==> config.mk <==
export PLATFORM = sky130hd
export DESIGN_NAME = tt_timer_two
export DESIGN_NICKNAME = d
export VERILOG_FILES = /design/src/core/tt_pkg.sv /design/src/core/tt_fall_det.sv /design/src/core/tt_tick_div.sv /design/src/core/tt_timer_two.sv
export SDC_FILE = /design/constraint.sdc
export NUM_CORES = 1
export LEC_CHECK = 0
export ABC_AREA = 1
export BUFFER_PORTS_ARGS = -buffer_cell sky130_fd_sc_hd__clkbuf_2
export CAP_MARGIN = 40
export CORE_UTILIZATION = 61
export CTS_BUF_LIST = sky130_fd_sc_hd__clkbuf_4
export CTS_CLUSTER_DIAMETER = 40
export DETAILED_ROUTE_END_ITERATION = 16
export PLACE_DENSITY = 0.94
export SLEW_MARGIN = 20
export SYNTH_ARGS = -nofsm -noshare
export SYNTH_HDL_FRONTEND = slang
export SYNTH_SLANG_ARGS = --single-unit
export TNS_END_PERCENT = 100
==> constraint.sdc <==
create_clock -name i_core_clk -period 5.2 [get_ports i_core_clk]
set_input_delay 0.78 -clock i_core_clk [delete_from_list [all_inputs] [get_ports i_core_clk]]
set_output_delay 0.78 -clock i_core_clk [all_outputs]
set_load 0.05 [all_outputs]
==> src/core/tt_pkg.sv <==
// Shared constants and types for the timer-two flag and baud-select block.
package tt_pkg;

  // Byte offsets of the registers on the bus.
  localparam logic [7:0]  TT_CTRL_OFS   = 8'hC8;
  localparam logic [7:0]  TT_MODE_OFS   = 8'hCC;
  localparam logic [7:0]  TT_COUNT_OFS  = 8'hD0;
  localparam logic [7:0]  TT_RELOAD_OFS = 8'hD4;

  // Field positions in the timer_two_control register.
  localparam int          TT_BIT_OVF    = 7;
  localparam int          TT_BIT_EXT    = 6;
  localparam int          TT_BIT_RCLK   = 5;
  localparam int          TT_BIT_TX_CLOCK_SELECT   = 4;
  localparam int          TT_BIT_EXEN   = 3;
  localparam int          TT_BIT_RUN    = 2;
  localparam int          TT_BIT_CT     = 1;
  localparam int          TT_BIT_CP     = 0;

  // Field position in the timer_two_mode register.
  localparam int          TT_BIT_DOWN_COUNT_ENABLE   = 0;

  // Reset values and count limits.
  localparam logic [7:0]  TT_CTRL_RST   = 8'h00;
  localparam logic [0:0]  TT_MODE_RST   = 1'b0;
  localparam logic [15:0] TT_COUNT_RST  = 16'h0000;
  localparam logic [15:0] TT_COUNT_TOP  = 16'hFFFF;
  localparam logic [15:0] TT_COUNT_ONE  = 16'h0001;
  localparam logic [31:0] TT_RDATA_RST  = 32'h0000_0000;

  // Clock cycles per count in baud generation.
  localparam int          TT_BAUD_DIV   = 2;

  // Bit of the bus transfer type that is set for an active transfer.
  localparam int          TT_HTRANS_ACT = 1;

  // Data phase of the bus slave.
  typedef enum logic {
    TT_DP_IDLE,
    TT_DP_WRITE
  } tt_dphase_type;

endpackage

==> src/core/tt_fall_det.sv <==
// Falling edge detector for a pin that is synchronous to the core clock.
`timescale 1ns/1ps
module tt_fall_det
  import tt_pkg::*;
(
  // Clock, reset and enable.
  input  wire logic i_core_clk,
  input  wire logic i_sys_rst,
  input  wire logic i_clk_en,
  // Pin level and detected edge.
  input  wire logic i_level,
  output logic      o_fall
);

  logic prev_q;
  logic prev_d;

  // The previous level starts high so an idle-high pin gives no false edge.
  always_comb begin
    prev_d = i_level;
    o_fall = i_clk_en & prev_q & ~i_level;
  end

  // Registers the previous level.
  always_ff @(posedge i_core_clk) begin
    if (i_sys_rst) begin
      prev_q <= 1'b1;
    end else if (i_clk_en) begin
      prev_q <= prev_d;
    end
  end

endmodule

==> src/core/tt_tick_div.sv <==
// Count tick divider that gives one tick every few enabled clocks.
`timescale 1ns/1ps
module tt_tick_div
  import tt_pkg::*;
(
  // Clock, reset and enable.
  input  wire logic i_core_clk,
  input  wire logic i_sys_rst,
  input  wire logic i_clk_en,
  // Run request and output tick.
  input  wire logic i_run,
  output logic      o_tick
);

  localparam logic [3:0] DIV_LAST = 4'(TT_BAUD_DIV - 1);

  logic [3:0] cnt_q;
  logic [3:0] cnt_d;

  // Counts while running and restarts when stopped, so the first tick is aligned.
  always_comb begin
    cnt_d  = cnt_q;
    o_tick = i_clk_en & i_run & (cnt_q == DIV_LAST);
    if (!i_run) begin
      cnt_d = 4'h0;
    end else if (cnt_q == DIV_LAST) begin
      cnt_d = 4'h0;
    end else begin
      cnt_d = cnt_q + 4'h1;
    end
  end

  // Registers the divider count.
  always_ff @(posedge i_core_clk) begin
    if (i_sys_rst) begin
      cnt_q <= 4'h0;
    end else if (i_clk_en) begin
      cnt_q <= cnt_d;
    end
  end

endmodule

==> src/core/tt_timer_two.sv <==
// Timer two with its flags, external trigger, capture, reload and serial baud select.
// Summary of operation
// - Overflow flag set on rollover or down-match.
// - Overflow flag set only without baud selects.
// - Enabled falling trigger edge sets external flag.
// - Down-count mode toggles external flag, no interrupt.
// - Flag write or trigger edge requests interrupt.
// - Receive baud from this timer or timer one.
// - Receive select forces baud mode, half rate.
// - Transmit baud source chosen likewise, forces baud.
// - Capture on edge, else reload on overflow/edge.
// - Down count when enabled and trigger low.
// - Trigger pin ignored while generating baud rates.
//
// Implementation choice: the AHB-Lite interface to the registers.
`timescale 1ns/1ps
module tt_timer_two
  import tt_pkg::*;
(
  // Clock, reset and clock enable.
  input  wire logic        i_core_clk,
  input  wire logic        i_sys_rst,
  input  wire logic        i_clk_en,
  // AHB-Lite slave.
  input  wire logic        i_hsel,
  input  wire logic [31:0] i_haddr,
  input  wire logic [1:0]  i_htrans,
  input  wire logic        i_hwrite,
  input  wire logic [2:0]  i_hsize,
  input  wire logic [31:0] i_hwdata,
  input  wire logic        i_hready,
  output logic      [31:0] o_hrdata,
  output logic             o_hreadyout,
  output logic             o_hresp,
  // Pins and neighbours.
  input  wire logic        i_ext_trigger_pin,
  input  wire logic        i_count_pin,
  input  wire logic        i_t1_overflow,
  input  wire logic [1:0]  i_sp0_mode,
  input  wire logic        i_irq_enable,
  // Results.
  output logic             o_rx_baud_tick,
  output logic             o_tx_baud_tick,
  output logic             o_baud_mode,
  output logic             o_timer_irq
);

  // Control state.
  logic [7:0]    ctrl_q, ctrl_d;
  logic          down_count_enable_q, down_count_enable_d;
  logic [15:0]   count_q, count_d;
  logic [15:0]   reload_q, reload_d;
  // Bus state.
  tt_dphase_type dphase_q, dphase_d;
  logic [7:0]    waddr_q, waddr_d;
  logic [31:0]   hrdata_q, hrdata_d;
  // Output flops.
  logic          rx_tick_q, rx_tick_d;
  logic          tx_tick_q, tx_tick_d;
  logic          baud_q, baud_d;
  logic          irq_q, irq_d;
  // Combinational helpers.
  logic          ext_fall, pin_fall, div_tick, tick;
  logic          baud, cp_eff, toggle_mode, down, ovf_up, unf, roll;
  logic          ext_ok, ext_capture, ext_reload, ext_set;
  logic          addr_ok, take, wr_ctrl, wr_mode, wr_count, wr_reload;

  // Falling edges of the trigger pin and the counter pin.
  tt_fall_det u_ext_fall (
    .i_core_clk (i_core_clk),
    .i_sys_rst  (i_sys_rst),
    .i_clk_en   (i_clk_en),
    .i_level    (i_ext_trigger_pin),
    .o_fall     (ext_fall)
  );

  tt_fall_det u_pin_fall (
    .i_core_clk (i_core_clk),
    .i_sys_rst  (i_sys_rst),
    .i_clk_en   (i_clk_en),
    .i_level    (i_count_pin),
    .o_fall     (pin_fall)
  );

  tt_tick_div u_baud_div (
    .i_core_clk (i_core_clk),
    .i_sys_rst  (i_sys_rst),
    .i_clk_en   (i_clk_en),
    .i_run      (ctrl_q[TT_BIT_RUN] & baud),
    .o_tick     (div_tick)
  );

  // Bus decode; writes land in the data phase after the address was taken.
  always_comb begin
    addr_ok   = (i_haddr[31:8] == 24'h00_0000) && (i_haddr[1:0] == 2'b00);
    take      = i_hsel && i_hready && i_htrans[TT_HTRANS_ACT];
    dphase_d  = (take && i_hwrite) ? TT_DP_WRITE : TT_DP_IDLE;
    waddr_d   = addr_ok ? i_haddr[7:0] : 8'h00;
    wr_ctrl   = (dphase_q == TT_DP_WRITE) && (waddr_q == TT_CTRL_OFS);
    wr_mode   = (dphase_q == TT_DP_WRITE) && (waddr_q == TT_MODE_OFS);
    wr_count  = (dphase_q == TT_DP_WRITE) && (waddr_q == TT_COUNT_OFS);
    wr_reload = (dphase_q == TT_DP_WRITE) && (waddr_q == TT_RELOAD_OFS);
    hrdata_d  = TT_RDATA_RST;
    if (take && !i_hwrite && addr_ok) begin
      unique case (i_haddr[7:0])
        TT_CTRL_OFS:   hrdata_d = {24'h00_0000, ctrl_q};
        TT_MODE_OFS:   hrdata_d = {31'h0000_0000, down_count_enable_q};
        TT_COUNT_OFS:  hrdata_d = {16'h0000, count_q};
        TT_RELOAD_OFS: hrdata_d = {16'h0000, reload_q};
        default:       hrdata_d = TT_RDATA_RST;
      endcase
    end
  end

  // Mode decode and count events.
  always_comb begin
    baud        = ctrl_q[TT_BIT_RCLK] | ctrl_q[TT_BIT_TX_CLOCK_SELECT];
    cp_eff      = ctrl_q[TT_BIT_CP] & ~baud;
    toggle_mode = ~cp_eff & down_count_enable_q & ~baud;
    down        = toggle_mode & ~i_ext_trigger_pin;
    if (baud) begin
      tick = div_tick;
    end else if (ctrl_q[TT_BIT_CT]) begin
      tick = i_clk_en & ctrl_q[TT_BIT_RUN] & pin_fall;
    end else begin
      tick = i_clk_en & ctrl_q[TT_BIT_RUN];
    end
    ovf_up      = tick & ~down & (count_q == TT_COUNT_TOP);
    unf         = tick & down & (count_q == reload_q);
    roll        = ovf_up | unf;
    ext_ok      = ext_fall & ctrl_q[TT_BIT_EXEN] & ~baud & ~toggle_mode;
    ext_capture = ext_ok & cp_eff;
    ext_reload  = ext_ok & ~cp_eff;
    ext_set     = ext_ok;
  end

  // Next values of the timer registers and flags.
  always_comb begin
    ctrl_d   = ctrl_q;
    down_count_enable_d   = down_count_enable_q;
    count_d  = count_q;
    reload_d = reload_q;
    if (wr_ctrl) begin
      ctrl_d = i_hwdata[7:0];
    end
    if (wr_mode) begin
      down_count_enable_d = i_hwdata[TT_BIT_DOWN_COUNT_ENABLE];
    end
    if (wr_count) begin
      count_d = i_hwdata[15:0];
    end else if (ext_reload) begin
      count_d = reload_q;
    end else if (unf) begin
      count_d = TT_COUNT_TOP;
    end else if (ovf_up) begin
      count_d = cp_eff ? TT_COUNT_RST : reload_q;
    end else if (tick) begin
      count_d = down ? (count_q - TT_COUNT_ONE) : (count_q + TT_COUNT_ONE);
    end
    if (wr_reload) begin
      reload_d = i_hwdata[15:0];
    end else if (ext_capture) begin
      reload_d = count_q;
    end
    // hardware set wins over a clearing write
    if (roll && !baud) begin
      ctrl_d[TT_BIT_OVF] = 1'b1;
    end
    if (toggle_mode && roll) begin
      ctrl_d[TT_BIT_EXT] = ~ctrl_d[TT_BIT_EXT];
    end else if (ext_set) begin
      ctrl_d[TT_BIT_EXT] = 1'b1;
    end
  end

  // Serial timebases, baud mode and interrupt outputs.
  always_comb begin
    rx_tick_d = i_clk_en & i_sp0_mode[0] & (ctrl_q[TT_BIT_RCLK] ? roll : i_t1_overflow);
    tx_tick_d = i_clk_en & i_sp0_mode[0] & (ctrl_q[TT_BIT_TX_CLOCK_SELECT] ? roll : i_t1_overflow);
    baud_d    = baud;
    irq_d     = i_irq_enable & (ctrl_q[TT_BIT_OVF] | (ctrl_q[TT_BIT_EXT] & ~toggle_mode));
  end

  // Registers every group of state.
  always_ff @(posedge i_core_clk) begin
    if (i_sys_rst) begin
      ctrl_q    <= TT_CTRL_RST;
      down_count_enable_q    <= TT_MODE_RST;
      count_q   <= TT_COUNT_RST;
      reload_q  <= TT_COUNT_RST;
      dphase_q  <= TT_DP_IDLE;
      waddr_q   <= 8'h00;
      hrdata_q  <= TT_RDATA_RST;
      rx_tick_q <= 1'b0;
      tx_tick_q <= 1'b0;
      baud_q    <= 1'b0;
      irq_q     <= 1'b0;
    end else if (i_clk_en) begin
      ctrl_q    <= ctrl_d;
      down_count_enable_q    <= down_count_enable_d;
      count_q   <= count_d;
      reload_q  <= reload_d;
      dphase_q  <= dphase_d;
      waddr_q   <= waddr_d;
      hrdata_q  <= hrdata_d;
      rx_tick_q <= rx_tick_d;
      tx_tick_q <= tx_tick_d;
      baud_q    <= baud_d;
      irq_q     <= irq_d;
    end
  end

  // The slave is always ready and always answers OKAY.
  assign o_hrdata       = hrdata_q;
  assign o_hreadyout    = 1'b1;
  assign o_hresp        = 1'b0;
  assign o_rx_baud_tick = rx_tick_q;
  assign o_tx_baud_tick = tx_tick_q;
  assign o_baud_mode    = baud_q;
  assign o_timer_irq    = irq_q;
endmodule

==> impl_metrics.json <==
{
  "synthSimpleGateAreaFrac": 0.3519,
  "nets": 968,
  "io-pin-count": 119,
  "cp-startpoint": "i_ext_trigger_pin",
  "ctsResizeCount": 0,
  "arrival_ns": 3.62,
  "grt-ovfl-total": 0,
  "grt_pass1_vias": 5164,
  "power_density_nw_per_um2": 184.3,
  "cts_sinks": 76,
  "tns_ns": 0,
  "drive_gt1_frac": 0.1699,
  "hold_viol": 0,
  "ir_drop_mv": 0.1651,
  "wl_met1_mm": 6.524,
  "synth_top_family_by_area": "simple AND/OR/NAND/NOR gates",
  "syn-cell-area_um2": 5280,
  "placed_cell_area_um2": 5620,
  "synth_top_area_share": 0.2882,
  "wl_met3_mm": 2.395,
  "final.period_utilization": 0.6213,
  "clk_latency_ns": 0.46,
  "dp_hpwl_mm": 11.86,
  "path_clk_slew_ns": 0.13,
  "r2r_cells": 21,
  "synth_edf_count": 0,
  "syn_to_final_growth_pct": 9.123,
  "tightestPinTransition_ns": 0.7174,
  "cp_max_fo": 33,
  "postRouteAntennaNets": 0,
  "rsz0062_at_grt": "no",
  "antenna_found_initial": 0,
  "clockBufferDepth": 2,
  "drt_iter0_drc": 769,
  "cts_buffers": 9,
  "htree_levels": 3,
  "slew_headroom": 0.5188,
  "post_cts_buffers": 0,
  "die-height_um": 95.04,
  "critPathKind": "primary input to register",
  "synth-async-reset-ratio": 0,
  "synth_flop_cell": "dfxtp_1",
  "avgSynthCellArea_um2": 6.439,
  "coreArea_um2": 8299,
  "slew_violations": 0,
  "ys_top_cells_by_area": "dfxtp_1, nand2_1, nor2_1",
  "p_total_mw": 1.062,
  "dieArea_um2": 9032,
  "fp.dieW_um": 95.04,
  "nFillCells": 735,
  "yosysTopAreaCell": "dfxtp_1",
  "yosysSeqAreaShare": 0.2882,
  "clock_skew_ns": 0.02254,
  "drv_cap": 0,
  "synthMuxAreaShare": 0.001896,
  "postSynthCellCount": 820,
  "io_buffers": 79,
  "r2r-end": "count_q[14]",
  "grt_max_degree": 35,
  "synth_xor_area_frac": 0.02488,
  "start_util": 0.6362,
  "viasPerCell": 5.959,
  "finalCoreUtilization": 0.6943,
  "hold_class": "register to register",
  "startpoint_type": "primary input",
  "route.detailed.drc": 0,
  "num_rows": 33,
  "period_needed_ns": 3.231,
  "drt_pass1_iterations": 7,
  "fin_area_um2": 5762,
  "wl_per_cell_um": 15.77,
  "cts_tree": "yes",
  "grtUsageTotal": 0.3618,
  "ys_warn_count": 0,
  "wl_met2_mm": 6.256,
  "outcome": "finished, final reports clean",
  "cp-end-kind": "register",
  "r2r-start": "down_count_enable_q",
  "wl_mm": 15.69,
  "routabilityCongestion": 1.030,
  "hold_buffers": 0,
  "critPathCapture": "count_q[14]",
  "ys_ff_latch": 76,
  "synth_cell_types": 53,
  "cp.required_ns": 5.59,
  "clock.fmax_mhz": 309.5,
  "dr.max_layer_used": "met4",
  "synth_fa_ha_area_frac": 0.007109,
  "p_leak_nw": 2.569,
  "clockRootBuffer": "clkbuf_4",
  "num_vias": 5929,
  "grt_pass1_wl_mm": 25.16,
  "synth-compound-area-share": 0.2031,
  "finalSetupViolations": 0,
  "r2r_slack_ns": 2.07
}
layout by cell type, fill, tap and decap left out, types with 3 or more instances in the layout:
cell,Yosys,final
nand4_1,7,7
o21ai_0,14,14
a41oi_1,9,9
o31ai_1,3,3
nand2_1,203,203
nor2_2,5,5
nand2_2,19,19
ha_1,3,3
nor3_1,17,17
a31oi_1,4,4
a211oi_1,21,21
a221oi_1,3,3
xnor2_1,3,3
xor2_1,12,12
a32o_1,5,5
nor2_1,104,104
o32ai_1,3,3
clkbuf_2,0,79
o22ai_1,14,14
nor4_1,8,8
clkbuf_4,0,10
a22o_1,9,9
dfxtp_1,76,76
nand3_1,43,43
a21oi_1,53,52
o21ai_1,11,11
inv_2,13,13
inv_1,76,76
conb_1,2,18
o211ai_1,6,6
nor2_4,5,5
clkinv_1,3,4
layout make-up:
type	count	area, µm²	share of cell area
inverters	92	345.3	0.05993
clock inverters	6	63.81	0.01107
flip-flops and latches	76	1521	0.2641
well taps	105	131.4	0.02280
clock buffers	10	75.07	0.01303
diodes	1	2.502	0.0004343
repair buffers	83	441.7	0.07666
multi-input cells	622	3181	0.5520
kinds of logic after synthesis:
logic type / Yosys count
AOI/OAI and AO/OA: 163
buffers and inverters: 138
other: 2
DFF: 76
and+or+nand+nor: 422
xor gates and xnor gates: 15
muxes: 1
adders and majority gates: 3
critical path, stage by stage:
cell	delay (ns)
clkbuf_2	0.08
inv_1	0.40
nand3_4	0.46
inv_2	0.37
nand2_2	0.12
nand2_1	0.08
inv_1	0.04
ha_1	0.16
inv_1	0.07
nand2_2	0.08
nand3_1	0.11
nand2_1	0.11
nand2_1	0.10
nand2_1	0.05
nand2_1	0.06
nand3_1	0.13
nand2_1	0.09
nand2_1	0.06
nand2_1	0.06
nand2_1	0.05
a21oi_1	0.14
power breakdown:
group	total, mW	switching [mW]	internal (mW)
registers	0.586	0.00139	0.585
logic	0.0942	0.0702	0.0240
clock network	0.382	0.229	0.152
worst min path at each step:
stage | start | end | cells past startpoint | slack (ns)
global placement | waddr_q[0] | waddr_q[0] | 2 | 0.43
CTS | waddr_q[0] | waddr_q[0] | 2 | 0.45
floorplan | waddr_q[1] | waddr_q[1] | 2 | 0.42
finish | waddr_q[0] | waddr_q[0] | 2 | 0.45
detailed placement | waddr_q[0] | waddr_q[0] | 2 | 0.43
global route | waddr_q[0] | waddr_q[0] | 2 | 0.48
metrics by stage:
stage	std cells	hold WS (ns)	worst slack [ns]
floorplan	836	0.4190	2.853
global placement	976	0.4277	1.678
detailed placement	978	0.4332	1.645
CTS	994	0.4526	2.116
global route	994	0.4815	1.809
finish	995	0.4489	1.969
Yosys cell counts (all sizes together) (4+ instances only):
cell / number
dfxtp: 76
nand4: 7
buf: 36
a41oi: 10
nor3: 18
o22ai: 14
o21ai: 25
a31oi: 4
nor2: 114
a21oi: 55
a22o: 9
inv: 89
o211ai: 6
nand3: 46
a32o: 5
a211oi: 21
xor2: 12
clkbuf: 10
nor4: 9
nand2: 223
state kept, by name (all words and copies together) (netlist names), 4 cells and up:
register          flops
reload_q             16
ctrl_q                8
count_q              16
o_hrdata             16
u_baud_div.cnt_q      4
waddr_q               8
per-layer routing:
layer | track usage | vias up
li1 | - | 2836
met1 | 0.5105 | 2602
met2 | 0.5150 | 422
met3 | 0.1021 | 69
met4 | 0.1439 | 0
met5 | 0 | -
Note: power is estimated with default switching activity, not from simulation.
